File: src/shared/tmr3g_regs.svh
// register offsets, field positions and reset values of the gated timer
// assumes a 32-bit apb slave with one aligned word per register
`ifndef TMR3G_REGS_SVH
`define TMR3G_REGS_SVH
`define TMR3G_OFS_CNT_LO 12'h000
`define TMR3G_OFS_CNT_HI 12'h004
`define TMR3G_OFS_TCTL 12'h008
`define TMR3G_OFS_GCTL 12'h00C
`define TMR3G_OFS_CASGN 12'h010
`define TMR3G_OFS_FLAGS 12'h014
`define TMR3G_OFS_IEN 12'h018
// timer_control fields
`define TMR3G_TC_ON 0
`define TMR3G_TC_NOSYNC 2
`define TMR3G_TC_SRC_LO 6
// gate_control fields
`define TMR3G_GC_SEL_LO 0
`define TMR3G_GC_LEVEL 2
`define TMR3G_GC_GO 3
`define TMR3G_GC_SPM 4
`define TMR3G_GC_TGL 5
`define TMR3G_GC_POL 6
`define TMR3G_GC_GEN 7
// flag and enable fields
`define TMR3G_FL_OVF 0
`define TMR3G_FL_GATE 1
// reset values
`define TMR3G_RST_TCTL 8'h00
`define TMR3G_RST_GCTL 8'h00
`define TMR3G_RST_CASGN 2'h0
`define TMR3G_RST_CNT 16'h0000
// compare mode code that resets the count
`define TMR3G_CMP_SET 4'hB
`endif

File: src/shared/tmr3g_pkg.sv
// types shared by the gated timer design and its bench
// assumes tmr3g_regs.svh for all numeric constants
package tmr3g_pkg;
	// single-pulse acquisition progress
	typedef enum logic [1:0] {
		SP_IDLE,
		SP_ARMED,
		SP_RUN
	} tmr3g_sp_t;
	// count clock source select
	typedef enum logic [1:0] {
		CS_SYS,
		CS_SYS4,
		CS_EXT,
		CS_RSVD
	} tmr3g_src_t;
	typedef logic [1:0] tmr3g_gsel_t;
	typedef logic [3:0] tmr3g_cmode_t;
endpackage

File: src/hw/tmr3g_core.sv
// gated 16-bit timer: gate path, single pulse, events, apb registers
// assumes gate pin and ext clock pin are asynchronous; compare unit
// and timer0/timer2 pulses are on CLOCK
//
// Chosen here: the APB slave port and the register addresses.
`timescale 1ns/10ps
`default_nettype none
`include "tmr3g_regs.svh"

// Overview of operation
// - single pulse waits for the go bit set after enabling the mode
// - with go set, counting enables on the next incrementing gate edge
// - go bit clears itself at the trailing edge of the pulse
// - after completion no gate event counts until go is set again
// - clearing single pulse mode also clears the go bit
// - toggle and single pulse together measure one full gate cycle
// - current gate level is readable as a status bit
// - gate level status tracks the gate with gate count disabled
// - falling edge of gate level sets the gate event flag
// - gate event request only while its enable and flag are set
// - gate event flag works with gate count disabled
// - counter runs upward 0000h to FFFFh then wraps to 0000h
// - each wrap latches overflow flag; request only when enabled
// - assigned compare unit in mode 1011 resets the count to zero
// - trigger reset may be ignored in asynchronous counter mode
// - software write to the count beats a coincident trigger reset
// - trigger reset never sets the overflow flag
// - go reads 1 while armed or running, 0 when done or unstarted
// - toggle flip-flop is held clear while toggle mode is off
// - polarity 1 counts on gate high, polarity 0 on gate low
module tmr3g_core #(
	parameter int COUNT_W = 16
) (
	// clock and reset
	input wire logic CLOCK,
	input wire logic RSTN,
	// apb slave
	input wire logic PSEL,
	input wire logic PENABLE,
	input wire logic PWRITE,
	input wire logic [11:0] PADDR,
	input wire logic [31:0] PWDATA,
	output logic [31:0] PRDATA,
	output logic PREADY,
	output logic PSLVERR,
	// gate sources and external count clock
	input wire logic GATE_PIN,
	input wire logic EXT_CLK_PIN,
	input wire logic T0_OVF_PULSE,
	input wire logic T2_MATCH_PULSE,
	// capture/compare units
	input wire tmr3g_pkg::tmr3g_cmode_t CMP1_MODE,
	input wire logic CMP1_TRIG,
	input wire tmr3g_pkg::tmr3g_cmode_t CMP2_MODE,
	input wire logic CMP2_TRIG,
	// interrupt requests and count
	output logic OVF_IRQ,
	output logic GATE_IRQ,
	output logic [COUNT_W-1:0] COUNT
);
	import tmr3g_pkg::*;

	// the byte registers and wrap value only make sense at 16 bits
	if (COUNT_W != 16) begin : g_chk
		$error("tmr3g_core serves COUNT_W of 16 only");
	end

	logic [COUNT_W-1:0] count_reg;
	logic [7:0] tctl_reg;
	logic tctl_on;
	logic tctl_nosync;
	tmr3g_src_t tctl_src;
	logic gen_reg;
	logic pol_reg;
	logic tgl_reg;
	logic spm_reg;
	tmr3g_gsel_t gsel_reg;
	logic [1:0] casgn_reg;
	logic ovf_flag_reg;
	logic gate_flag_reg;
	logic ovf_ien_reg;
	logic gate_ien_reg;
	tmr3g_sp_t sp_reg;
	tmr3g_sp_t sp_next;
	logic gate_pin_s1;
	logic gate_pin_s2;
	logic ext_s1;
	logic ext_s2;
	logic ext_d;
	logic gsrc;
	logic gpol;
	logic gpol_d;
	logic tff_reg;
	logic tgl_sig;
	logic tgl_d;
	logic gate_val;
	logic level_reg;
	logic tick;
	logic inc;
	logic wrap;
	logic set_hit;
	logic ready_reg;
	logic acc;
	logic wr;
	logic hit;
	logic [7:0] wb;
	logic [31:0] rd_mux;

	// a byte-wide register row read back in the low bits
	function automatic logic [31:0] zext8(input logic [7:0] v);
		return {24'h0000_00, v};
	endfunction

	// trigger counts only from a unit assigned here in the right mode
	function automatic logic set_ok(input tmr3g_cmode_t m,
		input logic trig, input logic assigned);
		return trig & assigned & (m == `TMR3G_CMP_SET);
	endfunction

	assign tctl_on = tctl_reg[`TMR3G_TC_ON];
	assign tctl_nosync = tctl_reg[`TMR3G_TC_NOSYNC];
	assign tctl_src = tmr3g_src_t'(tctl_reg[`TMR3G_TC_SRC_LO +: 2]);
	assign wb = PWDATA[7:0];

	// bus handshake: one wait cycle, so every answer comes from a flop
	assign acc = PSEL & PENABLE & ready_reg;
	assign wr = acc & PWRITE;

	// two flops on every pin before any logic looks at it
	always_ff @(posedge CLOCK or negedge RSTN) begin
		if (!RSTN) begin
			gate_pin_s1 <= 1'b0;
			gate_pin_s2 <= 1'b0;
			ext_s1 <= 1'b0;
			ext_s2 <= 1'b0;
			ext_d <= 1'b0;
		end else begin
			gate_pin_s1 <= GATE_PIN;
			gate_pin_s2 <= gate_pin_s1;
			ext_s1 <= EXT_CLK_PIN;
			ext_s2 <= ext_s1;
			ext_d <= ext_s2;
		end
	end

	// gate source select, then polarity so high always means count
	always_comb begin
		case (gsel_reg)
			2'd0: gsrc = gate_pin_s2;
			2'd1: gsrc = T0_OVF_PULSE;
			2'd2: gsrc = T2_MATCH_PULSE;
			default: gsrc = 1'b0;
		endcase
		gpol = pol_reg ? gsrc : ~gsrc;
	end

	// toggle flop flips on each incrementing edge of the gate
	always_ff @(posedge CLOCK or negedge RSTN) begin
		if (!RSTN) begin
			gpol_d <= 1'b0;
			tff_reg <= 1'b0;
		end else begin
			gpol_d <= gpol;
			if (!tgl_reg)
				tff_reg <= 1'b0;
			else if (gpol & ~gpol_d)
				tff_reg <= ~tff_reg;
		end
	end

	// toggled signal feeds the pulse logic when both modes are on
	assign tgl_sig = tgl_reg ? tff_reg : gpol;

	// single pulse: armed by go, run from rise, done at trailing edge
	always_comb begin
		sp_next = sp_reg;
		case (sp_reg)
			SP_IDLE: sp_next = SP_IDLE;
			SP_ARMED: begin
				if (tgl_sig & ~tgl_d)
					sp_next = SP_RUN;
			end
			SP_RUN: begin
				if (~tgl_sig & tgl_d)
					sp_next = SP_IDLE;
			end
			default: sp_next = SP_IDLE;
		endcase
		if (wr && PADDR == `TMR3G_OFS_GCTL) begin
			if (!wb[`TMR3G_GC_SPM])
				sp_next = SP_IDLE;
			else if (wb[`TMR3G_GC_GO] && sp_reg == SP_IDLE && spm_reg)
				sp_next = SP_ARMED;
		end
		if (!spm_reg && sp_next != SP_IDLE)
			sp_next = SP_IDLE;
	end

	always_ff @(posedge CLOCK or negedge RSTN) begin
		if (!RSTN) begin
			sp_reg <= SP_IDLE;
			tgl_d <= 1'b0;
		end else begin
			sp_reg <= sp_next;
			tgl_d <= tgl_sig;
		end
	end

	// pulse mode passes the gate only during the captured pulse
	assign gate_val = spm_reg ? (sp_reg == SP_RUN) & tgl_sig : tgl_sig;

	// level status runs regardless of gate count enable
	always_ff @(posedge CLOCK or negedge RSTN) begin
		if (!RSTN)
			level_reg <= 1'b0;
		else
			level_reg <= gate_val;
	end

	// count tick: system clock each cycle, external on a synced rise
	assign tick = (tctl_src == CS_EXT) ? (ext_s2 & ~ext_d) : 1'b1;
	assign inc = tctl_on & tick & (~gen_reg | level_reg);
	assign wrap = inc & (count_reg == {COUNT_W{1'b1}});
	// async counting cannot honour the reset, so it is dropped there
	assign set_hit = ~(tctl_src == CS_EXT & tctl_nosync) &
		(set_ok(CMP1_MODE, CMP1_TRIG, casgn_reg == 2'b10) |
		set_ok(CMP2_MODE, CMP2_TRIG, casgn_reg != 2'b00));

	// counter: software write first, then trigger reset, then count
	always_ff @(posedge CLOCK or negedge RSTN) begin
		if (!RSTN)
			count_reg <= `TMR3G_RST_CNT;
		else if (wr && PADDR == `TMR3G_OFS_CNT_LO)
			count_reg[7:0] <= wb;
		else if (wr && PADDR == `TMR3G_OFS_CNT_HI)
			count_reg[15:8] <= wb;
		else if (set_hit)
			count_reg <= `TMR3G_RST_CNT;
		else if (inc)
			count_reg <= count_reg + 16'h0001;
	end

	// control registers written by software
	always_ff @(posedge CLOCK or negedge RSTN) begin
		if (!RSTN) begin
			tctl_reg <= `TMR3G_RST_TCTL;
			gen_reg <= 1'(`TMR3G_RST_GCTL >> `TMR3G_GC_GEN);
			pol_reg <= 1'b0;
			tgl_reg <= 1'b0;
			spm_reg <= 1'b0;
			gsel_reg <= 2'b00;
			casgn_reg <= `TMR3G_RST_CASGN;
			ovf_ien_reg <= 1'b0;
			gate_ien_reg <= 1'b0;
		end else if (wr) begin
			case (PADDR)
				`TMR3G_OFS_TCTL: tctl_reg <= wb & 8'hF7;
				`TMR3G_OFS_GCTL: begin
					gen_reg <= wb[`TMR3G_GC_GEN];
					pol_reg <= wb[`TMR3G_GC_POL];
					tgl_reg <= wb[`TMR3G_GC_TGL];
					spm_reg <= wb[`TMR3G_GC_SPM];
					gsel_reg <= wb[`TMR3G_GC_SEL_LO +: 2];
				end
				`TMR3G_OFS_CASGN: casgn_reg <= wb[1:0];
				`TMR3G_OFS_IEN: begin
					ovf_ien_reg <= wb[`TMR3G_FL_OVF];
					gate_ien_reg <= wb[`TMR3G_FL_GATE];
				end
				default: ;
			endcase
		end
	end

	// sticky flags: writing zero clears, a new event wins the cycle
	always_ff @(posedge CLOCK or negedge RSTN) begin
		if (!RSTN) begin
			ovf_flag_reg <= 1'b0;
			gate_flag_reg <= 1'b0;
		end else begin
			if (wrap && !set_hit && !(wr && PADDR[11:3] == 9'h000))
				ovf_flag_reg <= 1'b1;
			else if (wr && PADDR == `TMR3G_OFS_FLAGS &&
				!wb[`TMR3G_FL_OVF])
				ovf_flag_reg <= 1'b0;
			if (~gate_val & level_reg)
				gate_flag_reg <= 1'b1;
			else if (wr && PADDR == `TMR3G_OFS_FLAGS &&
				!wb[`TMR3G_FL_GATE])
				gate_flag_reg <= 1'b0;
		end
	end

	// requests follow flag and enable, one cycle later
	always_ff @(posedge CLOCK or negedge RSTN) begin
		if (!RSTN) begin
			OVF_IRQ <= 1'b0;
			GATE_IRQ <= 1'b0;
			COUNT <= `TMR3G_RST_CNT;
		end else begin
			OVF_IRQ <= ovf_flag_reg & ovf_ien_reg;
			GATE_IRQ <= gate_flag_reg & gate_ien_reg;
			COUNT <= count_reg;
		end
	end

	// read mux; go shows armed or running, level shows gate now
	always_comb begin
		hit = 1'b1;
		rd_mux = 32'h0000_0000;
		case (PADDR)
			`TMR3G_OFS_CNT_LO: rd_mux = zext8(count_reg[7:0]);
			`TMR3G_OFS_CNT_HI: rd_mux = zext8(count_reg[15:8]);
			`TMR3G_OFS_TCTL: rd_mux = zext8(tctl_reg);
			`TMR3G_OFS_GCTL: rd_mux = zext8({gen_reg, pol_reg, tgl_reg,
				spm_reg, sp_reg != SP_IDLE, level_reg, gsel_reg});
			`TMR3G_OFS_CASGN: rd_mux = zext8({6'h00, casgn_reg});
			`TMR3G_OFS_FLAGS: rd_mux = zext8({6'h00, gate_flag_reg,
				ovf_flag_reg});
			`TMR3G_OFS_IEN: rd_mux = zext8({6'h00, gate_ien_reg,
				ovf_ien_reg});
			default: hit = 1'b0;
		endcase
	end

	// apb answer: ready in the second access cycle, data held till then
	always_ff @(posedge CLOCK or negedge RSTN) begin
		if (!RSTN) begin
			ready_reg <= 1'b0;
			PRDATA <= 32'h0000_0000;
			PSLVERR <= 1'b0;
		end else begin
			ready_reg <= PSEL & PENABLE & ~ready_reg;
			if (PSEL & PENABLE & ~ready_reg) begin
				PRDATA <= PWRITE ? 32'h0000_0000 : rd_mux;
				PSLVERR <= ~hit;
			end else begin
				PRDATA <= 32'h0000_0000;
				PSLVERR <= 1'b0;
			end
		end
	end
	assign PREADY = ready_reg;

endmodule
`default_nettype wire

File: config.mk
export PLATFORM = sky130hd
export DESIGN_NAME = tmr3g_core
export DESIGN_NICKNAME = d
export VERILOG_FILES = /design/src/shared/tmr3g_pkg.sv /design/src/hw/tmr3g_core.sv
export VERILOG_INCLUDE_DIRS = /design/src /design/src/shared
export SDC_FILE = /design/constraint.sdc
export NUM_CORES = 1
export LEC_CHECK = 0
export ABC_CLOCK_PERIOD_IN_PS = 5500
export BUFFER_PORTS_ARGS = -buffer_cell sky130_fd_sc_hd__buf_4
export CORE_ASPECT_RATIO = 0.6
export CORE_UTILIZATION = 30
export CTS_CLUSTER_SIZE = 10
export DETAILED_ROUTE_END_ITERATION = 12
export SYNTH_ARGS = -nofsm -noshare
export SYNTH_HDL_FRONTEND = slang
export SYNTH_SLANG_ARGS = --single-unit
export TNS_END_PERCENT = 5
File: constraint.sdc
create_clock -name CLOCK -period 5.5 [get_ports CLOCK]
set_input_delay 0.55 -clock CLOCK [delete_from_list [all_inputs] [get_ports CLOCK]]
set_output_delay 0.55 -clock CLOCK [all_outputs]
set_load 0.02 [all_outputs]
# After elaboration in Yosys (flattened, before gate mapping)
# Index checks and enable logic that the tools add are counted.
dict set report op_classes {
  n_addsub 1
  eq_ne 17
  n_mux 28
  bitwise_logic 35
  n_reduce_logical 35
}
# cell count
set op_table {}
lappend op_table {{two-way mux 32 bit} 2}
lappend op_table {{case mux 8 bit (7 select lines)} 1}
lappend op_table {{== test 12 x 5 -> 1 bit (second input constant)} 3}
lappend op_table {{two-way mux 16 bit} 2}
lappend op_table {{== test 12 x 4 -> 1 bit (second input constant)} 2}
lappend op_table {{two-way mux 8 bit} 3}
lappend op_table {{bitwise AND 1 bit} 21}
lappend op_table {{adder 16 x 1 -> 16 bit (second input constant)} 1}
lappend op_table {{== test 16 bit (second input constant)} 1}
lappend op_table {{== test 12 x 3 -> 1 bit (second input constant)} 1}
lappend op_table {{logical AND 1 bit} 12}
lappend op_table {{logical NOT 12 bit} 1}
lappend op_table {{two-way mux 1 bit} 12}
lappend op_table {{two-way mux 2 bit} 6}
lappend op_table {{inverter 1 bit} 12}
lappend op_table {{AND reduction 2 bit} 6}
lappend op_table {{nonzero test 2 bit} 5}
lappend op_table {{logical NOT 9 bit} 1}
lappend op_table {{== test 2 bit (second input constant)} 4}
lappend op_table {{== test 4 bit (second input constant)} 2}
lappend op_table {{OR reduction 7 bit} 1}
lappend op_table {{nonzero test 3 bit} 2}
lappend op_table {{logical NOT 1 bit} 5}
lappend op_table {{== test 2 x 1 -> 1 bit (second input constant)} 2}
lappend op_table {{other kinds (6)} 8}
dict set report totals {
  regBits 98
  input_bits 63
  output_inout_bits 52
  word_cells 145
}

# Depth between registers and ports, before layout
dict set report logic_depth {
  ltp_word 15
  ltp_mapped 8
  ltp_nobuf 7
}

# Least setup slack after synthesis
# OpenSTA, ideal clock, no wires.
dict set report synth_path {
  kind {input to register}
  start {input PADDR[9]}
  end {register tctl_reg[1]}
  setup_time_ps 125
  arrival_time_ps 2332
  required_ps 5375
  setup_slack_ps 3043
  stages 6
  n_path_buf 2
  cell_sequence {or4_1 -> buf_2 -> nor3_1 -> and2_1 -> buf_4 -> mux2_2}
}
dict set report synth_via {
  elab_chain_len 2
}
# element line_no
set synth_rtl {}
lappend synth_rtl {{start, declared} tmr3g_core.sv:41} ;# input wire logic [11:0] PADDR,
lappend synth_rtl {{== test 12 x 4 -> 1 bit} tmr3g_core.sv:256} ;# case (PADDR)
lappend synth_rtl {{AND reduction 2 bit (no source line)} -}
lappend synth_rtl {{end signal, assigned} tmr3g_core.sv:246} ;# tctl_reg <= `TMR3G_RST_TCTL;
lappend synth_rtl {{end signal, assigned} tmr3g_core.sv:257} ;# `TMR3G_OFS_TCTL: tctl_reg <= wb & 8'hF7;
lappend synth_rtl {{end, declared} tmr3g_core.sv:69} ;# logic [7:0] tctl_reg;
# No other way between the ends.
# A chain may end at the register's enable or synchronous reset.

# Final worst setup path
dict set report layout_path {
  start {input PADDR[9]}
  end {register count_reg[9]}
}
dict set report layout_via {
  elab_chain_len 4
  elab_cells_between_ends 8
  cone_classes {eq/ne: 1; mux: 1; bitwise: 1; reduce/logical: 5}
}
# element line_no
set layout_rtl {}
lappend layout_rtl {{== test 12 x 3 -> 1 bit or logical NOT 12 bit (tied branches)} -}
lappend layout_rtl {{logical AND 1 bit (no source line)} -}
lappend layout_rtl {{nonzero test 3 bit (no source line) or inverter 1 bit (tied branches)} -}
lappend layout_rtl {{AND reduction 2 bit (no source line)} -}
lappend layout_rtl {{end signal, assigned} tmr3g_core.sv:232} ;# count_reg <= `TMR3G_RST_CNT;
lappend layout_rtl {{end signal, assigned} tmr3g_core.sv:236} ;# count_reg[15:8] <= wb;
lappend layout_rtl {{end signal, assigned} tmr3g_core.sv:238} ;# count_reg <= `TMR3G_RST_CNT;
lappend layout_rtl {{end, declared} tmr3g_core.sv:68} ;# logic [COUNT_W-1:0] count_reg;
# Several ways; a longest one is shown, not always the timed one.

==> metrics.md <==
| Metric | Value |
|---|---|
| F_max | 357 MHz |
| CTS Hold Buffers Added | 0 |
| First-pass GRT wire length | 16.4 mm |
| Hold endpoint | gate_pin_s1 |
| R2r endpoint | count_reg[10] |
| Share of layout cells above drive strength 1 | 0.249 |
| Clock root cell | clkbuf_16 |
| Fin crit period | 2.80 ns |
| # setup viols final | 0 |
| Total power | 1.36 mW |
| Post-synthesis async set-or-reset flop share | 1.00 |
| Critical Path Max Stage Delay | 0.78 ns |
| Period utilization | 0.510 |
| Core ar. | 12100 um2 |
| Synth area leader | dfrtp_1 |
| Clock power frac | 0.382 |
| Library cells used by synthesis | 54 |
| Worst Path Required | 5.75 ns |
| R2r setup slk | 3.15 ns |
| Leakage | 2.11 nW |
| Area Overhead vs Synth | 21.5% |
| Pint | 984 uW |
| Reg area | 1850 um2 |
| Grt met2 use | 0.236 |
| Detail Route Antenna Nets | 0 |
| H-tree Lvls | 3 |
| Initial antenna violation count | 0 |
| Synthesized flop and latch total | 74 |
| TritonCTS buffer count | 9 |
| Seq pwr share | 0.480 |
| Vias in the first global route | 2982 |
| Cell count after synthesis | 362 |
| Pin count of the biggest net entering global routing | 75 |
| Initial DRT Pass Iterations | 5 |
| Count leader, synth | dfrtp_1 |
| Largest fanout on the critical path | 15 |
| WL/cell | 17.1 um |
| Fin nets | 494 |
| Longest Clk Path Bufs | 2 |
| Synth area leaders | dfrtp_1 49%, mux2_2 6.6%, buf_4 5.2% |
| Vias per inst | 5.13 |
| Yosys Warn Count | 0 |
| Clock transition at path regs | 0.06 ns |
| Max Slew Vio Count | 0 |
| Sum Neg Setup Slack | 0 ns |
| Worst clock skew | 0.00858 ns |
| Die ar. | 13000 um2 |
| Clk Latency, worst-skew pair | 0.34 ns |
| Worst Hold Class | primary input to register |
| Outcome | finished, final reports clean |
| Layout filler cell count | 1211 |
| Post-cts sizing count | 0 |
| Critical path class | primary input to register |
| Synth cell count leaders | 74 x dfrtp_1, 29 x nor2_1, 27 x nand2_1 |
| Post-synth EDFFs | 0 |
| RSZ-0062 raised after global routing | false |
| Combinational Power Share | 0.138 |
| Mean Syn Cell Area | 10.4 um2 |
| Met3 Use GR | 0.0510 |
| Worst slew pin tran | 0.922 ns |
| Buf/Inv on CP | 1 |
| Post CTS Setup Buffer Count | 0 |
| Worst path top cell family by delay | simple AND/OR/NAND/NOR gates |
| Max Cap Viol | 0 |
| Top-area cell type share of the netlist area | 0.491 |
| GRT Total Usage | 0.169 |
| Switching Power | 377 uW |
| HPWL after DPL | 7.51 mm |
| Final Hold Viols | 0 |
| Global routing usage on met1 | 0.241 |
| Global route overflow | 0 |
| Synthesized cell area | 3770 um2 |
| Worst setup EP type | register |
| Final WL | 10.2 mm |
| Switching Share | 0.277 |
| Die W | 147 um |
| DR iter-0 viols | 309 |
| Register area share after synthesis | 0.491 |
| Worst Hold Depth | 1 |
| Cell Chain, Critical Path | buf_4 -> or4_1 -> nor4b_4 -> and2_0 -> a221oi_1 -> a211oi_1 |
| Pwr/cell area | 297 nW/um2 |
| CP startpoint kind | primary input |
| Sink Count | 74 |
| # rows | 31 |
| Die Span Y | 88.8 um |
| IO buf count | 66 |
| N_diodes | 0 |
| Slowest cell on crit path | and2_0 |
| Gpl congestion | 0.876 |
| I/O pin cnt | 115 |
| Worst Min Path Start | GATE_PIN |
| DR DRC count | 0 |
| Multi-input logic area | 1710 um2 |
| Max VDD drop | 0.000157 V |
| Max-slew headroom | 0.385 |
| GRT busiest layer | met1 |
| Most used DFF post-synth | dfrtp_1 |
| WP data arrival | 3.05 ns |
| Initial Utilization | 0.311 |
| Worst r2r path cells | 7 |
| CTS tree | done |
| DR vias | 3050 |
| Reg2reg start | count_reg[0] |
layer usage:
layer	part of all wire	routed length, um
met1	0.49	4960
met2	0.41	4200
met3	0.082	832
met4	0.016	164
met5	0	0
power groups by stage:
stage               clock [mW]  sequential [mW]  combinational [mW]
floorplan                    0            0.663              0.0877
global placement             0            0.660               0.185
detailed placement           0            0.661               0.189
CTS                      0.535            0.651               0.189
global route             0.555            0.659               0.206
finish                   0.520            0.653               0.188
cell usage in the layout (no fill, tap or decap), types with 8 or more instances in the layout:
master	instances
clkbuf_16	9
a21oi_1	20
dfrtp_1	74
buf_4	69
nand3_1	12
nor2_1	29
mux2_2	22
nand2b_1	8
inv_1	12
and3_1	8
o211ai_1	8
nand2_1	27
conb_1	24
logic make-up (layout without fill, tap and decap cells):
group                    Yosys count  after routing  synth area share
AO/OA/AOI/OAI                     76             76             0.144
buffers and inverters             50             95            0.0790
AND/OR/NAND/NOR                  127            127             0.185
multiplexers                      28             28            0.0816
other                              1             24          0.000994
XOR/XNOR                           2              2           0.00465
adder cells (fa/ha/maj)            4              4            0.0133
flip-flops                        74             74             0.491
cell type report:
| cell class | instances | share of cell area |
|---|---|---|
| multi-input combinational | 261 | 0.373 |
| timing repair buffer | 69 | 0.113 |
| sequential | 74 | 0.404 |
| tap | 165 | 0.0450 |
| inverter | 12 | 0.00983 |
| clock buffer | 14 | 0.0554 |
per-stage QoR:
step | area (um2) | hold WS (ns) | worst slack [ns] | cells | utilization
detailed placement | 4330 | 0.342 | 2.41 | 581 | 0.357
CTS | 4580 | 0.305 | 2.77 | 595 | 0.378
floorplan | 3860 | 0.254 | 3.04 | 385 | -
finish | 4580 | 0.318 | 2.70 | 595 | 0.378
global route | 4580 | 0.301 | 2.56 | 595 | 0.378
global placement | 4330 | 0.335 | 2.38 | 581 | 0.357
how the worst max path moves through the flow:
stage                   from            to  slack (ns)  depth (start not counted)
floorplan           PADDR[9]   tctl_reg[1]        3.04                          6
global placement    PADDR[9]  count_reg[9]        2.38                          6
detailed placement  PADDR[9]  count_reg[9]        2.41                          6
CTS                 PADDR[9]  count_reg[9]        2.77                          6
global route        PADDR[9]  count_reg[9]        2.56                          6
finish              PADDR[9]  count_reg[9]        2.70                          6
Power figures use the tool's default switching activity.
